==> config.mk <==
export PLATFORM = sky130hd
export DESIGN_NAME = rph_top
export DESIGN_NICKNAME = d
export VERILOG_FILES = /design/src/hdl/rph_pkg.sv /design/src/hdl/rph_top.sv /design/src/hdl/rph_mem.sv
export SDC_FILE = /design/constraint.sdc
export NUM_CORES = 1
export LEC_CHECK = 0
export ABC_AREA = 0
export CAP_MARGIN = 10
export CORE_MARGIN = 3
export CORE_UTILIZATION = 39
export DETAILED_ROUTE_END_ITERATION = 6
export DONT_BUFFER_PORTS = 1
export SYNTH_ARGS = -nofsm -noshare
export SYNTH_HDL_FRONTEND = slang
export SYNTH_HIERARCHICAL = 1
export SYNTH_SLANG_ARGS = --single-unit
export TNS_END_PERCENT = 50
==> constraint.sdc <==
create_clock -name pclk -period 10.23 [get_ports pclk]
set_input_delay 2.046 -clock pclk [delete_from_list [all_inputs] [get_ports pclk]]
set_output_delay 2.046 -clock pclk [all_outputs]
set_load 0.01 [all_outputs]
==> src/hdl/rph_pkg.sv <==
package rph_pkg;
  // register indices and byte addresses (index times four)
  localparam logic [7:0] IDX_PAYLOAD_LEN = 8'h1c;
  localparam logic [7:0] IDX_NODE_ADDR = 8'h1d;
  localparam logic [7:0] IDX_PKT_CFG = 8'h1e;
  localparam logic [7:0] IDX_FIFO_CRC = 8'h1f;
  localparam logic [7:0] OFS_PAYLOAD_LEN = {IDX_PAYLOAD_LEN[5:0], 2'b00};
  localparam logic [7:0] OFS_NODE_ADDR = {IDX_NODE_ADDR[5:0], 2'b00};
  localparam logic [7:0] OFS_PKT_CFG = {IDX_PKT_CFG[5:0], 2'b00};
  localparam logic [7:0] OFS_FIFO_CRC = {IDX_FIFO_CRC[5:0], 2'b00};
  localparam logic [7:0] OFS_IRQ_STAT = 8'h80;
  localparam logic [7:0] OFS_IRQ_MASK = 8'h84;
  localparam logic [7:0] OFS_RX_DATA = 8'h88;
  localparam logic [7:0] OFS_TX_DATA = 8'h8c;
  localparam logic [7:0] OFS_TX_CTRL = 8'h90;
  localparam logic [7:0] OFS_FIFO_LVL = 8'h94;

  // reset values
  localparam logic [7:0] RST_PAYLOAD_LEN = 8'h00;
  localparam logic [7:0] RST_NODE_ADDR = 8'h00;
  localparam logic [7:0] RST_PKT_CFG = 8'h48;
  localparam logic [7:0] RST_FIFO_CRC = 8'h00;
  localparam logic [6:0] RST_TX_LEN = 7'h00;
  localparam logic [5:0] RST_IRQ = 6'h00;

  // field positions
  localparam int unsigned FIFO_CRC_AUTOCLR_BIT = 7;
  localparam int unsigned TX_CTRL_START_BIT = 0;
  localparam int unsigned RX_DATA_EMPTY_BIT = 8;

  // interrupt status layout
  localparam int unsigned IRQ_W = 6;
  localparam int unsigned IRQ_RX_DONE = 0;
  localparam int unsigned IRQ_RX_CRC_FAIL = 1;
  localparam int unsigned IRQ_RX_REJECT = 2;
  localparam int unsigned IRQ_RX_OVERFLOW = 3;
  localparam int unsigned IRQ_TX_DONE = 4;
  localparam int unsigned IRQ_TX_HOLD_EMPTY = 5;

  // framing constants
  localparam logic [7:0] PREAMBLE_BYTE = 8'haa;
  localparam logic [15:0] CRC_SEED = 16'hffff;
  localparam logic [15:0] CRC_POLY = 16'h1021;
  localparam logic [8:0] PN9_SEED = 9'h1ff;
  localparam logic [7:0] ADDR_ZERO = 8'h00;
  localparam logic [7:0] ADDR_BCAST = 8'hff;

  // receive fifo
  localparam int unsigned FIFO_AW = 6;
  localparam logic [FIFO_AW:0] FIFO_DEPTH = 7'h40;

  typedef enum logic [1:0] {
    FILT_OFF, FILT_NODE, FILT_NODE_ZERO, FILT_NODE_ZERO_BCAST
  } rph_filt_e;

  // packet configuration, bit 7 down to bit 1
  typedef struct packed {
    logic length_format_sel;
    logic [1:0] preamble_byte_count;
    logic whitening_enable;
    logic crc_check_enable;
    rph_filt_e address_filter_mode;
  } rph_pfc_s;

  typedef struct packed {
    logic sof;
    logic valid;
    logic [7:0] data;
  } rph_rx_s;

  typedef enum {RX_IDLE, RX_BODY, RX_CRC_HI, RX_CRC_LO} rph_rx_e;
  typedef enum {TX_IDLE, TX_PRE, TX_LEN, TX_BODY, TX_CRC_HI, TX_CRC_LO}
    rph_tx_e;

  function automatic logic [15:0] crc16_byte(input logic [15:0] c,
                                             input logic [7:0] d);
    logic [15:0] r;
    r = c;
    for (int i = 7; i >= 0; i--) begin
      r = (r[15] ^ d[i]) ? ({r[14:0], 1'b0} ^ CRC_POLY) : {r[14:0], 1'b0};
    end
    return r;
  endfunction

  function automatic logic [8:0] pn9_next8(input logic [8:0] s);
    logic [8:0] r;
    r = s;
    for (int i = 0; i < 8; i++) begin
      r = {r[0] ^ r[5], r[8:1]};
    end
    return r;
  endfunction

  function automatic logic addr_ok(input rph_filt_e m, input logic [7:0] node,
                                   input logic [7:0] a);
    logic r;
    r = 1'b1;
    case (m)
      FILT_OFF: r = 1'b1;
      FILT_NODE: r = (a == node);
      FILT_NODE_ZERO: r = (a == node) || (a == ADDR_ZERO);
      FILT_NODE_ZERO_BCAST: r = (a == node) || (a == ADDR_ZERO) ||
                                (a == ADDR_BCAST);
      default: r = 1'b1;
    endcase
    return r;
  endfunction
endpackage

==> src/hdl/rph_top.sv <==
// How it works
// - an 8-bit writable node address, zero after reset, is the address that received packets are screened against.
// - bit 7 of the packet configuration chooses variable length when set and fixed length when clear, fixed after reset.
// - the two-bit preamble field sends one to four preamble bytes for codes 00 to 11, three bytes after reset.
// - the whitening bit whitens sent data and dewhitens received data when set and does neither when clear, clear after reset.
// - the crc bit makes the framer append a crc on send and check it on receive, set after reset.
// - filter code 00 passes every packet and is the reset choice, code 01 passes only the node address.
// - filter code 10 passes the node address and 0x00 and rejects the rest.
// - filter code 11 passes the node address, 0x00 and 0xFF and rejects the rest.
// - bit 0 of the packet configuration is read-only and shows whether the last packet's crc passed.
// - the packet configuration reads 0x48 after reset.
// - the seven-bit payload length is the exact length for receive and send in fixed format and the receive maximum in variable format.
// - with the auto-clear bit at zero, its reset value, a packet whose crc fails is removed from the fifo; a one keeps it.
`timescale 1ns/100ps
module rph_top import rph_pkg::*; (
  // clock and reset
  input wire logic pclk,
  input wire logic presetn,
  // apb slave
  input wire logic [7:0] paddr,
  input wire logic psel,
  input wire logic penable,
  input wire logic pwrite,
  input wire logic [31:0] pwdata,
  input wire logic [3:0] pstrb,
  output logic [31:0] prdata,
  output logic pready,
  output logic pslverr,
  // interrupt
  output logic irq,
  // receive byte stream from the demodulator
  input wire rph_rx_s rx_in,
  // transmit byte stream to the modulator
  output logic tx_valid,
  output logic [7:0] tx_byte,
  input wire logic tx_ready,
  output logic tx_active
);
  rph_pfc_s pfc_r;
  logic crc_ok_r;
  logic [7:0] node_r;
  logic [6:0] plen_r;
  logic plen_b7_r;
  logic autoclr_dis_r;
  logic [IRQ_W-1:0] stat_r;
  logic [IRQ_W-1:0] mask_r;
  logic [6:0] tx_len_r;
  logic [31:0] prdata_r;

  // apb decode: zero wait states, pready always high
  logic setup;
  logic acc;
  logic wr;
  logic lane0;
  logic mapped;
  assign setup = psel && !penable;
  assign acc = psel && penable;
  assign wr = acc && pwrite;
  assign lane0 = pstrb[0];
  assign mapped = (paddr == OFS_PAYLOAD_LEN) || (paddr == OFS_NODE_ADDR) ||
                  (paddr == OFS_PKT_CFG) || (paddr == OFS_FIFO_CRC) ||
                  (paddr == OFS_IRQ_STAT) || (paddr == OFS_IRQ_MASK) ||
                  (paddr == OFS_RX_DATA) || (paddr == OFS_TX_DATA) ||
                  (paddr == OFS_TX_CTRL) || (paddr == OFS_FIFO_LVL);
  assign pready = 1'b1;
  assign pslverr = acc && !mapped;
  assign prdata = prdata_r;

  // configuration registers
  always_ff @(posedge pclk or negedge presetn) begin
    if (!presetn) begin
      node_r <= RST_NODE_ADDR;
      pfc_r <= rph_pfc_s'(RST_PKT_CFG[7:1]);
      {plen_b7_r, plen_r} <= RST_PAYLOAD_LEN;
      autoclr_dis_r <= RST_FIFO_CRC[FIFO_CRC_AUTOCLR_BIT];
      mask_r <= RST_IRQ;
      tx_len_r <= RST_TX_LEN;
    end else if (wr) begin
      if (paddr == OFS_NODE_ADDR && lane0) begin
        node_r <= pwdata[7:0];
      end
      if (paddr == OFS_PKT_CFG && lane0) begin
        pfc_r <= rph_pfc_s'(pwdata[7:1]);
      end
      if (paddr == OFS_PAYLOAD_LEN && lane0) begin
        {plen_b7_r, plen_r} <= pwdata[7:0];
      end
      if (paddr == OFS_FIFO_CRC && lane0) begin
        autoclr_dis_r <= pwdata[FIFO_CRC_AUTOCLR_BIT];
      end
      if (paddr == OFS_IRQ_MASK && lane0) begin
        mask_r <= pwdata[IRQ_W-1:0];
      end
      if (paddr == OFS_TX_CTRL && pstrb[1]) begin
        tx_len_r <= pwdata[14:8];
      end
    end
  end

  // receive fifo pointers; readable data stops at the committed pointer
  logic [FIFO_AW:0] wr_r;
  logic [FIFO_AW:0] commit_r;
  logic [FIFO_AW:0] commit_d_r;
  logic [FIFO_AW:0] rd_r;
  logic [FIFO_AW:0] rd_nxt;
  logic [7:0] mem_dout;
  logic rx_empty;
  logic pop;
  assign rx_empty = (rd_r == commit_d_r);
  assign pop = acc && !pwrite && (paddr == OFS_RX_DATA) && !rx_empty;
  assign rd_nxt = pop ? rd_r + 7'h01 : rd_r;

  // receive framer decisions
  rph_rx_e rx_st_r;
  rph_rx_e rx_st_nxt;
  rph_rx_e st_eff;
  logic [6:0] rx_rem_r;
  logic [6:0] rx_rem_nxt;
  logic [6:0] rem_eff;
  logic rx_first_r;
  logic first_eff;
  logic [8:0] rx_lf_r;
  logic [8:0] lf_eff;
  logic [15:0] rx_crc_r;
  logic [15:0] crc_eff;
  logic [7:0] rx_hi_r;
  logic [7:0] rx_d;
  logic [FIFO_AW:0] wr_base;
  logic rx_we;
  logic rx_rollback;
  logic rx_commit;
  logic rx_fin;
  logic rx_pass;
  logic [IRQ_W-1:0] ev;

  always_comb begin
    st_eff = rx_st_r;
    rem_eff = rx_rem_r;
    first_eff = rx_first_r;
    lf_eff = rx_lf_r;
    crc_eff = rx_crc_r;
    wr_base = wr_r;
    if (rx_in.sof) begin
      // a new frame abandons any frame in progress
      st_eff = RX_BODY;
      rem_eff = plen_r;
      first_eff = 1'b1;
      lf_eff = PN9_SEED;
      crc_eff = CRC_SEED;
      wr_base = commit_r;
    end
    rx_d = pfc_r.whitening_enable ? rx_in.data ^ lf_eff[7:0]
                                  : rx_in.data;
    rx_st_nxt = rx_in.sof ? RX_IDLE : rx_st_r;
    rx_rem_nxt = rem_eff;
    rx_we = 1'b0;
    rx_rollback = rx_in.sof && (rx_st_r != RX_IDLE);
    rx_commit = 1'b0;
    rx_fin = 1'b0;
    rx_pass = 1'b1;
    ev = '0;
    if (rx_in.valid) begin
      if (rx_in.sof && pfc_r.length_format_sel) begin
        // length byte: zero or above the maximum is refused
        if (rx_d == 8'h00 || rx_d > {1'b0, plen_r}) begin
          ev[IRQ_RX_REJECT] = 1'b1;
        end else if ((wr_base - rd_r) == FIFO_DEPTH) begin
          ev[IRQ_RX_OVERFLOW] = 1'b1;
        end else begin
          rx_we = 1'b1;
          rx_rem_nxt = rx_d[6:0];
          rx_st_nxt = RX_BODY;
        end
      end else begin
        case (st_eff)
          RX_IDLE: rx_st_nxt = RX_IDLE;
          RX_BODY: begin
            if (rem_eff == 7'h00) begin
              ev[IRQ_RX_REJECT] = 1'b1;
              rx_rollback = 1'b1;
              rx_st_nxt = RX_IDLE;
            end else if (first_eff &&
                         !addr_ok(pfc_r.address_filter_mode, node_r,
                                  rx_d)) begin
              ev[IRQ_RX_REJECT] = 1'b1;
              rx_rollback = 1'b1;
              rx_st_nxt = RX_IDLE;
            end else if ((wr_base - rd_r) == FIFO_DEPTH) begin
              ev[IRQ_RX_OVERFLOW] = 1'b1;
              rx_rollback = 1'b1;
              rx_st_nxt = RX_IDLE;
            end else begin
              rx_we = 1'b1;
              rx_rem_nxt = rem_eff - 7'h01;
              rx_st_nxt = RX_BODY;
              if (rem_eff == 7'h01) begin
                if (pfc_r.crc_check_enable) begin
                  rx_st_nxt = RX_CRC_HI;
                end else begin
                  rx_st_nxt = RX_IDLE;
                  rx_commit = 1'b1;
                  rx_fin = 1'b1;
                  ev[IRQ_RX_DONE] = 1'b1;
                end
              end
            end
          end
          RX_CRC_HI: rx_st_nxt = RX_CRC_LO;
          RX_CRC_LO: begin
            rx_st_nxt = RX_IDLE;
            rx_fin = 1'b1;
            rx_pass = ({rx_hi_r, rx_d} == rx_crc_r);
            ev[IRQ_RX_DONE] = 1'b1;
            ev[IRQ_RX_CRC_FAIL] = !rx_pass;
            // a failed packet is dropped unless auto-clear is disabled
            if (rx_pass || autoclr_dis_r) begin
              rx_commit = 1'b1;
            end else begin
              rx_rollback = 1'b1;
            end
          end
          default: rx_st_nxt = RX_IDLE;
        endcase
      end
    end
  end

  // receive framer state
  always_ff @(posedge pclk or negedge presetn) begin
    if (!presetn) begin
      rx_st_r <= RX_IDLE;
      rx_rem_r <= 7'h00;
      rx_first_r <= 1'b0;
      rx_lf_r <= PN9_SEED;
      rx_crc_r <= CRC_SEED;
      rx_hi_r <= 8'h00;
    end else if (rx_in.valid || rx_in.sof) begin
      rx_st_r <= rx_st_nxt;
      rx_rem_r <= rx_rem_nxt;
      if (rx_in.valid) begin
        rx_lf_r <= pn9_next8(lf_eff);
        rx_first_r <= first_eff && !(st_eff == RX_BODY && rx_we &&
                      !(rx_in.sof && pfc_r.length_format_sel));
        rx_hi_r <= rx_d;
        if (st_eff == RX_BODY || rx_in.sof) begin
          rx_crc_r <= crc16_byte(crc_eff, rx_d);
        end else begin
          rx_crc_r <= crc_eff;
        end
      end
    end
  end

  // fifo pointer updates
  always_ff @(posedge pclk or negedge presetn) begin
    if (!presetn) begin
      wr_r <= '0;
      commit_r <= '0;
      commit_d_r <= '0;
      rd_r <= '0;
    end else begin
      rd_r <= rd_nxt;
      // visibility lags a cycle so the memory read register catches up
      commit_d_r <= commit_r;
      if (rx_rollback) begin
        wr_r <= (rx_in.sof && rx_we) ? commit_r + 7'h01 : commit_r;
      end else if (rx_we) begin
        wr_r <= wr_base + 7'h01;
      end else begin
        wr_r <= wr_base;
      end
      if (rx_commit) begin
        commit_r <= rx_we ? wr_base + 7'h01 : wr_base;
      end
    end
  end

  rph_mem u_mem (
    .clk(pclk),
    .rst_n(presetn),
    .we(rx_we),
    .waddr(wr_base[FIFO_AW-1:0]),
    .wdata(rx_d),
    .raddr(rd_nxt[FIFO_AW-1:0]),
    .rdata(mem_dout)
  );

  // crc outcome of the last finished packet
  always_ff @(posedge pclk or negedge presetn) begin
    if (!presetn) begin
      crc_ok_r <= RST_PKT_CFG[0];
    end else if (rx_fin) begin
      crc_ok_r <= rx_pass;
    end
  end

  // transmit holding register and framer
  rph_tx_e tx_st_r;
  logic [7:0] hold_r;
  logic hold_full_r;
  logic [2:0] pre_cnt_r;
  logic [6:0] tx_rem_r;
  logic [8:0] tx_lf_r;
  logic [15:0] tx_crc_r;
  logic tx_valid_r;
  logic [7:0] tx_byte_r;
  logic slot;
  logic start;
  logic hold_wr;
  logic tx_take;
  logic [7:0] tx_plain;
  assign slot = !tx_valid_r || tx_ready;
  assign start = wr && (paddr == OFS_TX_CTRL) && lane0 &&
                 pwdata[TX_CTRL_START_BIT] && (tx_st_r == TX_IDLE);
  assign hold_wr = wr && (paddr == OFS_TX_DATA) && lane0 && !hold_full_r;
  assign tx_take = slot && (tx_st_r == TX_BODY) && hold_full_r && |tx_rem_r;
  assign tx_plain = (tx_st_r == TX_LEN) ? {1'b0, tx_rem_r} :
                    (tx_st_r == TX_CRC_HI) ? tx_crc_r[15:8] :
                    (tx_st_r == TX_CRC_LO) ? tx_crc_r[7:0] : hold_r;
  assign tx_valid = tx_valid_r;
  assign tx_byte = tx_byte_r;
  assign tx_active = (tx_st_r != TX_IDLE) || tx_valid_r;

  always_ff @(posedge pclk or negedge presetn) begin
    if (!presetn) begin
      hold_r <= 8'h00;
      hold_full_r <= 1'b0;
    end else if (hold_wr) begin
      hold_r <= pwdata[7:0];
      hold_full_r <= 1'b1;
    end else if (tx_take) begin
      hold_full_r <= 1'b0;
    end
  end

  logic tx_emit;
  logic tx_last;
  logic tx_done_ev;
  assign tx_emit = slot && (tx_st_r != TX_IDLE) && (tx_st_r != TX_BODY ||
                   (hold_full_r && tx_rem_r != 7'h00));
  assign tx_last = (tx_st_r == TX_CRC_LO) ||
                   (tx_st_r == TX_BODY && tx_rem_r == 7'h01 &&
                    !pfc_r.crc_check_enable);
  assign tx_done_ev = tx_emit && tx_last;

  always_ff @(posedge pclk or negedge presetn) begin
    if (!presetn) begin
      tx_st_r <= TX_IDLE;
      pre_cnt_r <= 3'h0;
      tx_rem_r <= 7'h00;
      tx_lf_r <= PN9_SEED;
      tx_crc_r <= CRC_SEED;
      tx_valid_r <= 1'b0;
      tx_byte_r <= 8'h00;
    end else begin
      if (tx_ready) begin
        tx_valid_r <= 1'b0;
      end
      if (start) begin
        tx_st_r <= TX_PRE;
        pre_cnt_r <= {1'b0, pfc_r.preamble_byte_count} + 3'h1;
      end else if (tx_emit) begin
        tx_valid_r <= 1'b1;
        if (tx_st_r == TX_PRE) begin
          tx_byte_r <= PREAMBLE_BYTE;
          pre_cnt_r <= pre_cnt_r - 3'h1;
          if (pre_cnt_r == 3'h1) begin
            tx_lf_r <= PN9_SEED;
            tx_crc_r <= CRC_SEED;
            // variable format sends its own length, not the fixed one
            tx_rem_r <= pfc_r.length_format_sel ? tx_len_r
                                                : plen_r;
            tx_st_r <= pfc_r.length_format_sel ? TX_LEN : TX_BODY;
          end
        end else begin
          tx_byte_r <= pfc_r.whitening_enable ? tx_plain ^ tx_lf_r[7:0]
                                              : tx_plain;
          tx_lf_r <= pn9_next8(tx_lf_r);
          if (tx_st_r == TX_LEN || tx_st_r == TX_BODY) begin
            tx_crc_r <= crc16_byte(tx_crc_r, tx_plain);
          end
          case (tx_st_r)
            TX_LEN: tx_st_r <= TX_BODY;
            TX_BODY: begin
              tx_rem_r <= tx_rem_r - 7'h01;
              if (tx_rem_r == 7'h01) begin
                tx_st_r <= pfc_r.crc_check_enable ? TX_CRC_HI
                                                  : TX_IDLE;
              end
            end
            TX_CRC_HI: tx_st_r <= TX_CRC_LO;
            TX_CRC_LO: tx_st_r <= TX_IDLE;
            default: tx_st_r <= TX_IDLE;
          endcase
        end
      end else if (tx_st_r == TX_BODY && tx_rem_r == 7'h00) begin
        tx_st_r <= TX_IDLE;
      end
    end
  end

  // sticky interrupt status, write one to clear, a new event wins
  logic [IRQ_W-1:0] ev_all;
  logic [IRQ_W-1:0] w1c;
  assign ev_all = ev | ({IRQ_W{tx_done_ev}} & (6'h01 << IRQ_TX_DONE)) |
                  ({IRQ_W{tx_take}} & (6'h01 << IRQ_TX_HOLD_EMPTY));
  assign w1c = (wr && paddr == OFS_IRQ_STAT && lane0) ? pwdata[IRQ_W-1:0]
                                                      : '0;
  always_ff @(posedge pclk or negedge presetn) begin
    if (!presetn) begin
      stat_r <= RST_IRQ;
    end else begin
      stat_r <= (stat_r & ~w1c) | ev_all;
    end
  end
  assign irq = |(stat_r & mask_r);

  // read data captured in the setup cycle
  logic [31:0] rd_mux;
  always_comb begin
    rd_mux = 32'h0000_0000;
    case (paddr)
      OFS_PAYLOAD_LEN: rd_mux = {24'h000000, plen_b7_r, plen_r};
      OFS_NODE_ADDR: rd_mux = {24'h000000, node_r};
      OFS_PKT_CFG: rd_mux = {24'h000000, pfc_r, crc_ok_r};
      OFS_FIFO_CRC: rd_mux = {24'h000000, autoclr_dis_r, 7'h00};
      OFS_IRQ_STAT: rd_mux = {26'h0000000, stat_r};
      OFS_IRQ_MASK: rd_mux = {26'h0000000, mask_r};
      OFS_RX_DATA: rd_mux = {23'h000000, rx_empty, mem_dout};
      OFS_TX_DATA: rd_mux = {23'h000000, hold_full_r, hold_r};
      OFS_TX_CTRL: rd_mux = {17'h00000, tx_len_r, 7'h00, tx_active};
      OFS_FIFO_LVL: rd_mux = {25'h0000000, commit_d_r - rd_r};
      default: rd_mux = 32'h0000_0000;
    endcase
  end

  always_ff @(posedge pclk or negedge presetn) begin
    if (!presetn) begin
      prdata_r <= 32'h0000_0000;
    end else if (setup) begin
      prdata_r <= pwrite ? 32'h0000_0000 : rd_mux;
    end
  end
endmodule

==> src/hdl/rph_mem.sv <==
`timescale 1ns/100ps
module rph_mem import rph_pkg::*; (
  // clock and reset
  input wire logic clk,
  input wire logic rst_n,
  // write side
  input wire logic we,
  input wire logic [FIFO_AW-1:0] waddr,
  input wire logic [7:0] wdata,
  // read side
  input wire logic [FIFO_AW-1:0] raddr,
  output logic [7:0] rdata
);
  logic [7:0] mem [2**FIFO_AW];

  always_ff @(posedge clk) begin
    if (we) begin
      mem[waddr] <= wdata;
    end
  end

  always_ff @(posedge clk or negedge rst_n) begin
    if (!rst_n) begin
      rdata <= 8'h00;
    end else begin
      rdata <= mem[raddr];
    end
  end
endmodule

==> metrics.yaml, run 1 <==
status: "complete, no violations"
final_common_cell: "edfxtp_1"
fin_tns_setup_ps: 0
grt_overflow_total: 0
cts_root_buffer: "clkbuf_16"
min_from: "commit_r[5]$_DFFE_PN0P_"
ios: 105
syn-instance-count: 2244
synth_cell_types: 89
period_share: 0.656
reg2reg_from: "rx_lf_r[5]$_DFFE_PN1P_"
postSynthAreaPerCell_um2: 14.7
firstDrtPassIters: 7
ant_nets: 0
syn2layout_area_growth_pct: 11.0
synth_edf_count: 512
grt_pass1_wl_um: 119000
async_reset_ff_frac: 0.304
crit_fanout: 69
tightest_slew_ps: 1000
syn_area_mm2: 0.0330
viasPerCell: 5.55
timing_hold_violations_final: 0
finalWorstSetupSlack_ps: 3520
stdcell_count: 3409
cts_resized: 0
slew_headroom: 0.330
p_leak_nw: 12.7
fin_area_mm2: 0.0366
track_usage: 0.174
placed_area_mm2: 0.0340
peakVddDrop_mv: 0.159
post_cts_buffers: 0
whs_endpoint: "commit_d_r[5]$_DFF_PN0_"
setup_violations: 0
dp_hpwl_um: 49200
rrSetupSlack_ps: 4340
coreArea_mm2: 0.0838
crit_path_start_kind: "primary input"
yosysSeqAreaShare: 0.637
min_path_cells: 0
synth-warning-count: 6
die-area_mm2: 0.0882
finalMaxSlewViolations: 0
critPathCaptureType: "register"
initial_core_util: 0.394
gp_congestion: 0.865
rows: 106
pre_cts_ws_ps: 2680
power_density_mw_per_mm2: 202
cts_buffers: 79
hp-class: "reg -> reg"
yosys_most_used_dff: "edfxtp_1"
drtIter0Drc: 1845
grt_max_degree: 225
num_vias: 18905
clk_path_buf_depth: 3
place_inst: 3262
r2r-end: "u_mem/mem[63][0]$_DFFE_PP_"
critPathKind: "in -> reg"
cts_sinks: 736
clk_pin_slew_ps: 60
cts_tree: "built"
cts.htree.levels: 3
die_x_um: 297
fmax_ghz: 0.149
layout_min_cycle_time_ps: 6710
routed_wl_um: 77400
antenna_found_initial: 0
maxCapViolations: 0
drc: 0
fin_nets: 2300
rsz0062_at_grt: "no"
fp.dieH_um: 297
grt_pass1_vias: 19255
synth_seq_cells: 736
clkLatencyLatePin_ps: 620
final_cell_mix: "512 x edfxtp_1, 172 x dfrtp_1, 155 x nor2_1, 134 x mux4_2, 131 x nand2_1"
wl_per_cell_um: 22.7
drive_above_1_share: 0.184
skew_ps: 20.3
hold_buffers: 0
crit_required_ps: 10470
port_buffers: 0
rr_worst_depth: 14
cp.arrival_ps: 6950
[power breakdown]
group	leakage [nW]	total (mW)	internal [mW]	switching, mW
logic	4.07	0.945	0.421	0.524
registers	7.38	3.61	3.41	0.203
clock network	1.27	2.85	1.69	1.16
total	12.7	7.41	5.52	1.89
[Yosys cell counts (7+ instances only)]
| master | count | area, um^2 |
|---|---|---|
| nor4_1 | 11 | 68.8 |
| and3_1 | 13 | 81.3 |
| a31oi_1 | 8 | 50.1 |
| clkbuf_1 | 82 | 308 |
| inv_1 | 33 | 124 |
| a21o_1 | 14 | 105 |
| mux2_2 | 57 | 642 |
| nor2_1 | 155 | 582 |
| xnor2_1 | 89 | 780 |
| a21oi_1 | 68 | 340 |
| nand2_1 | 131 | 492 |
| or3_1 | 14 | 87.6 |
| mux4_2 | 134 | 3020 |
| mux2i_1 | 62 | 621 |
| nand2b_1 | 13 | 81.3 |
| a22o_1 | 25 | 219 |
| ha_1 | 29 | 363 |
| buf_4 | 27 | 203 |
| o221ai_1 | 7 | 61.3 |
| o22ai_1 | 26 | 163 |
| nand4_1 | 18 | 113 |
| o21ai_0 | 88 | 440 |
| o31a_1 | 7 | 61.3 |
| edfxtp_1 | 512 | 15400 |
| o21ai_1 | 8 | 40.0 |
| nand3b_1 | 13 | 97.6 |
| and2_1 | 47 | 294 |
| nand3_1 | 31 | 155 |
| nor2b_1 | 22 | 138 |
| dfstp_2 | 52 | 1370 |
| dfrtp_1 | 172 | 4300 |
| buf_2 | 32 | 160 |
| buf_1 | 9 | 33.8 |
| xor2_1 | 53 | 464 |
| o2bb2ai_1 | 9 | 78.8 |
| a22oi_1 | 20 | 150 |
| o211ai_1 | 11 | 82.6 |
| nor3_1 | 23 | 115 |
[routing by layer]
| metal | track usage | wire, um |
|---|---|---|
| met5 | 0 | 0 |
| met3 | 0.0341 | 5180 |
| met4 | 0.0458 | 1910 |
| met1 | 0.236 | 32900 |
| met2 | 0.288 | 37500 |
[final cells by class]
type / instances / area (um^2)
Clock buffer: 111 / 2270
Clock inverter: 34 / 359
Multi-Input combinational cell: 1334 / 11200
Fill cell: 7477 / 47200
Inverter: 35 / 131
Timing Repair Buffer: 24 / 190
Sequential cell: 736 / 21000
Tap cell: 1134 / 1420
Antenna cell: 1 / 2.50
[worst max-delay path: stages]
cell and delay (ps):
o21ai_2 180, xor2_1 620, inv_2 40, buf_4 330, ha_1 410, a21o_1 170
a21o_1 190, mux2_2 260, o31ai_1 80, o211ai_1 210, nand2b_1 360, a31oi_4 550
nand4_1 520, nor2_1 870
[registers in the layout, summed over array words and instances (netlist names), 9 cells and up]
name and flops:
prdata 15, rx_crc_r 16, rx_lf_r 9, rx_st_r 32
tx_crc_r 16, tx_lf_r 9, u_mem/mem 512
[worst max-delay path by stage]
| stage | slack (ps) | depth (start not counted) | startpoint | to |
|---|---|---|---|---|
| after floorplan | 1970 | 16 | rx_in[9] | u_mem/mem[34][0]$_DFFE_PP_ |
| after global placement | 2810 | 14 | rx_in[9] | u_mem/mem[50][3]$_DFFE_PP_ |
| after detailed placement | 2680 | 14 | rx_in[9] | u_mem/mem[50][3]$_DFFE_PP_ |
| after CTS | 3350 | 14 | rx_in[9] | u_mem/mem[50][7]$_DFFE_PP_ |
| after global routing | 3330 | 14 | rx_in[9] | u_mem/mem[6][4]$_DFFE_PP_ |
| final | 3520 | 14 | rx_in[9] | u_mem/mem[63][0]$_DFFE_PP_ |
[logic make-up (layout without fill, tap and decap cells)]
family | after synthesis | count (layout) | synth area share
AO/OA/AOI/OAI | 367 | 367 | 0.0768
flip-flops | 736 | 736 | 0.637
other | 2 | 19 | 0.000227
multiplexers | 253 | 253 | 0.130
adder cells (fa/ha/maj) | 30 | 30 | 0.0116
AND/OR/NAND/NOR | 523 | 523 | 0.0791
XOR/XNOR | 143 | 143 | 0.0382
buffers and inverters | 190 | 204 | 0.0270
[through the flow]
step / power, mW / hold WS (ps) / utilization
6_report: 7.41 / 464 / 0.437
4_1_cts: 7.49 / 463 / 0.437
5_1_grt: 7.76 / 488 / 0.437
3_3_place_gp: 4.58 / 450 / 0.406
2_1_floorplan: 4.41 / 418 / -
3_5_place_dp: 4.61 / 450 / 0.406
(Power assumes the default switching activity.)
==> run 2, diff against run 1 <==
==> constraint.sdc (replaced) <==
create_clock -name pclk -period 6.6 [get_ports pclk]
set_input_delay 1.32 -clock pclk [delete_from_list [all_inputs] [get_ports pclk]]
set_output_delay 1.32 -clock pclk [all_outputs]
set_load 0.01 [all_outputs]
==> metrics.yaml, run 2 (same netlist as run 1, synthesis figures left out) <==
combPwrFrac: 0.129
rr_worst_depth: 14
port_buffers: 0
sequentialPowerShare: 0.491
n_antenna_cell: 0
cts_buffers: 78
total_power_mw: 11.4
hp-class: "in -> async"
post_cts_buffers: 0
clk_path_buf_depth: 3
clkLatencyLatePin_ps: 630
grt_overflow_total: 0
crit_fanout: 18
r2r-end: "u_mem/mem[33][4]$_DFFE_PP_"
drive_above_1_share: 0.199
routed_wl_um: 78400
setup_violations: 0
clkPwrFrac: 0.380
grt_pass1_wl_um: 121000
drc: 0
crit_path_end: "u_mem/mem[33][4]$_DFFE_PP_"
antenna_found_initial: 1
postLayoutCoreUtil: 0.441
power_density_mw_per_mm2: 308
coreArea_mm2: 0.0838
layout_min_cycle_time_ps: 5280
fin_nets: 2346
clk_pin_slew_ps: 60
grt_pass1_vias: 19469
maxCapViolations: 0
timing_hold_violations_final: 0
cts_root_buffer: "clkbuf_16"
crit_path_start_kind: "register"
critPathCaptureType: "register"
ios: 105
cts_tree: "built"
initial_core_util: 0.394
dp_hpwl_um: 50300
final_common_cell: "edfxtp_1"
finalMaxSlewViolations: 0
top_regs: "u_mem/mem x512, rx_st_r x32"
regMostFlops: "u_mem/mem"
skew_ps: 29.2
die_x_um: 297
slew_headroom: 0.310
drtIter0Drc: 2021
cts_sinks: 736
critPathLaunch: "pfc_r[3]$_DFFE_PN0P_"
fmax_ghz: 0.189
gp_congestion: 0.864
swShare: 0.255
firstDrtPassIters: 6
reg2reg_from: "pfc_r[3]$_DFFE_PN0P_"
tightest_slew_ps: 1030
grt_max_degree: 225
p_switching_mw: 2.91
fin_tns_setup_ps: 0
peakVddDrop_mv: 0.162
status: "complete, no violations"
crit_required_ps: 6850
fp.dieH_um: 297
p_leak_nw: 12.9
ant_nets: 0
num_vias: 19217
cp.arrival_ps: 5530
final_cell_mix: "512 x edfxtp_1, 172 x dfrtp_1, 155 x nor2_1, 134 x mux4_2, 131 x nand2_1"
cts.htree.levels: 3
critPathKind: "reg -> reg"
largest_reg_flops: 512
die-area_mm2: 0.0882
p_int_mw: 8.48
track_usage: 0.177
syn2layout_area_growth_pct: 12.0
viasPerCell: 5.56
period_share: 0.800
rsz0062_at_grt: "no"
rows: 106
hold_buffers: 0
cts_resized: 0
rrSetupSlack_ps: 1320
wl_per_cell_um: 22.7
[run 2: how the worst min path moves through the flow]
stage	from	end	slack [ps]	cells past startpoint
after floorplan	commit_r[5]$_DFFE_PN0P_	commit_d_r[5]$_DFF_PN0_	420	0
after global placement	commit_r[5]$_DFFE_PN0P_	commit_d_r[5]$_DFF_PN0_	440	0
after detailed placement	commit_r[5]$_DFFE_PN0P_	commit_d_r[5]$_DFF_PN0_	450	0
after CTS	presetn	rx_st_r[5]$_DFFE_PN0N_	370	0
after global routing	presetn	rx_st_r[5]$_DFFE_PN0N_	360	0
final	presetn	rx_st_r[5]$_DFFE_PN0N_	410	0
[run 2: metrics by stage]
stage | hold slack, ps | worst slack, ps | area (um^2) | cells
6_report | 407 | 1320 | 37000 | 3456
5_1_grt | 365 | 1030 | 37000 | 3456
4_1_cts | 367 | 1340 | 37000 | 3456
3_5_place_dp | 451 | 970 | 34400 | 3310
3_3_place_gp | 445 | 1030 | 34400 | 3310
2_1_floorplan | 418 | 13.1 | 33100 | 2260
[run 2: power by group through the flow]
stage / sequential, mW / clock [mW] / combinational [mW]
floorplan: 5.52 / 0 / 1.31
global placement: 5.67 / 0 / 1.43
detailed placement: 5.69 / 0 / 1.47
CTS: 5.60 / 4.44 / 1.48
global route: 5.64 / 4.64 / 1.65
finish: 5.60 / 4.33 / 1.46
[run 2: worst max-delay path, cell delays in order (launching register included)]
cell and delay (ps):
dfrtp_1 870, buf_4 340, o21ai_1 220, xnor2_1 190, ha_1 310, nor2b_1 130
o21a_1 160, o21a_1 160, o31ai_1 210, o211ai_1 180, nand2b_1 360, a31oi_4 450
nand2_1 120, or3_1 470, nor2_1 700
[run 2: per-layer routing]
metal / track usage / wire length, um
met1: 0.240 / 33300
met3: 0.0376 / 4830
met5: 0 / 0
met2: 0.285 / 37500
met4: 0.0615 / 2760
[run 2: area by class of cell]
class | count | area [um^2]
fillers | 7394 | 46800
flip-flops and latches | 736 | 21000
multi-input cells | 1334 | 11200
clock buffers | 112 | 2200
well taps | 1134 | 1420
repair buffers | 71 | 596
clock inverters | 34 | 350
inverters | 35 | 131
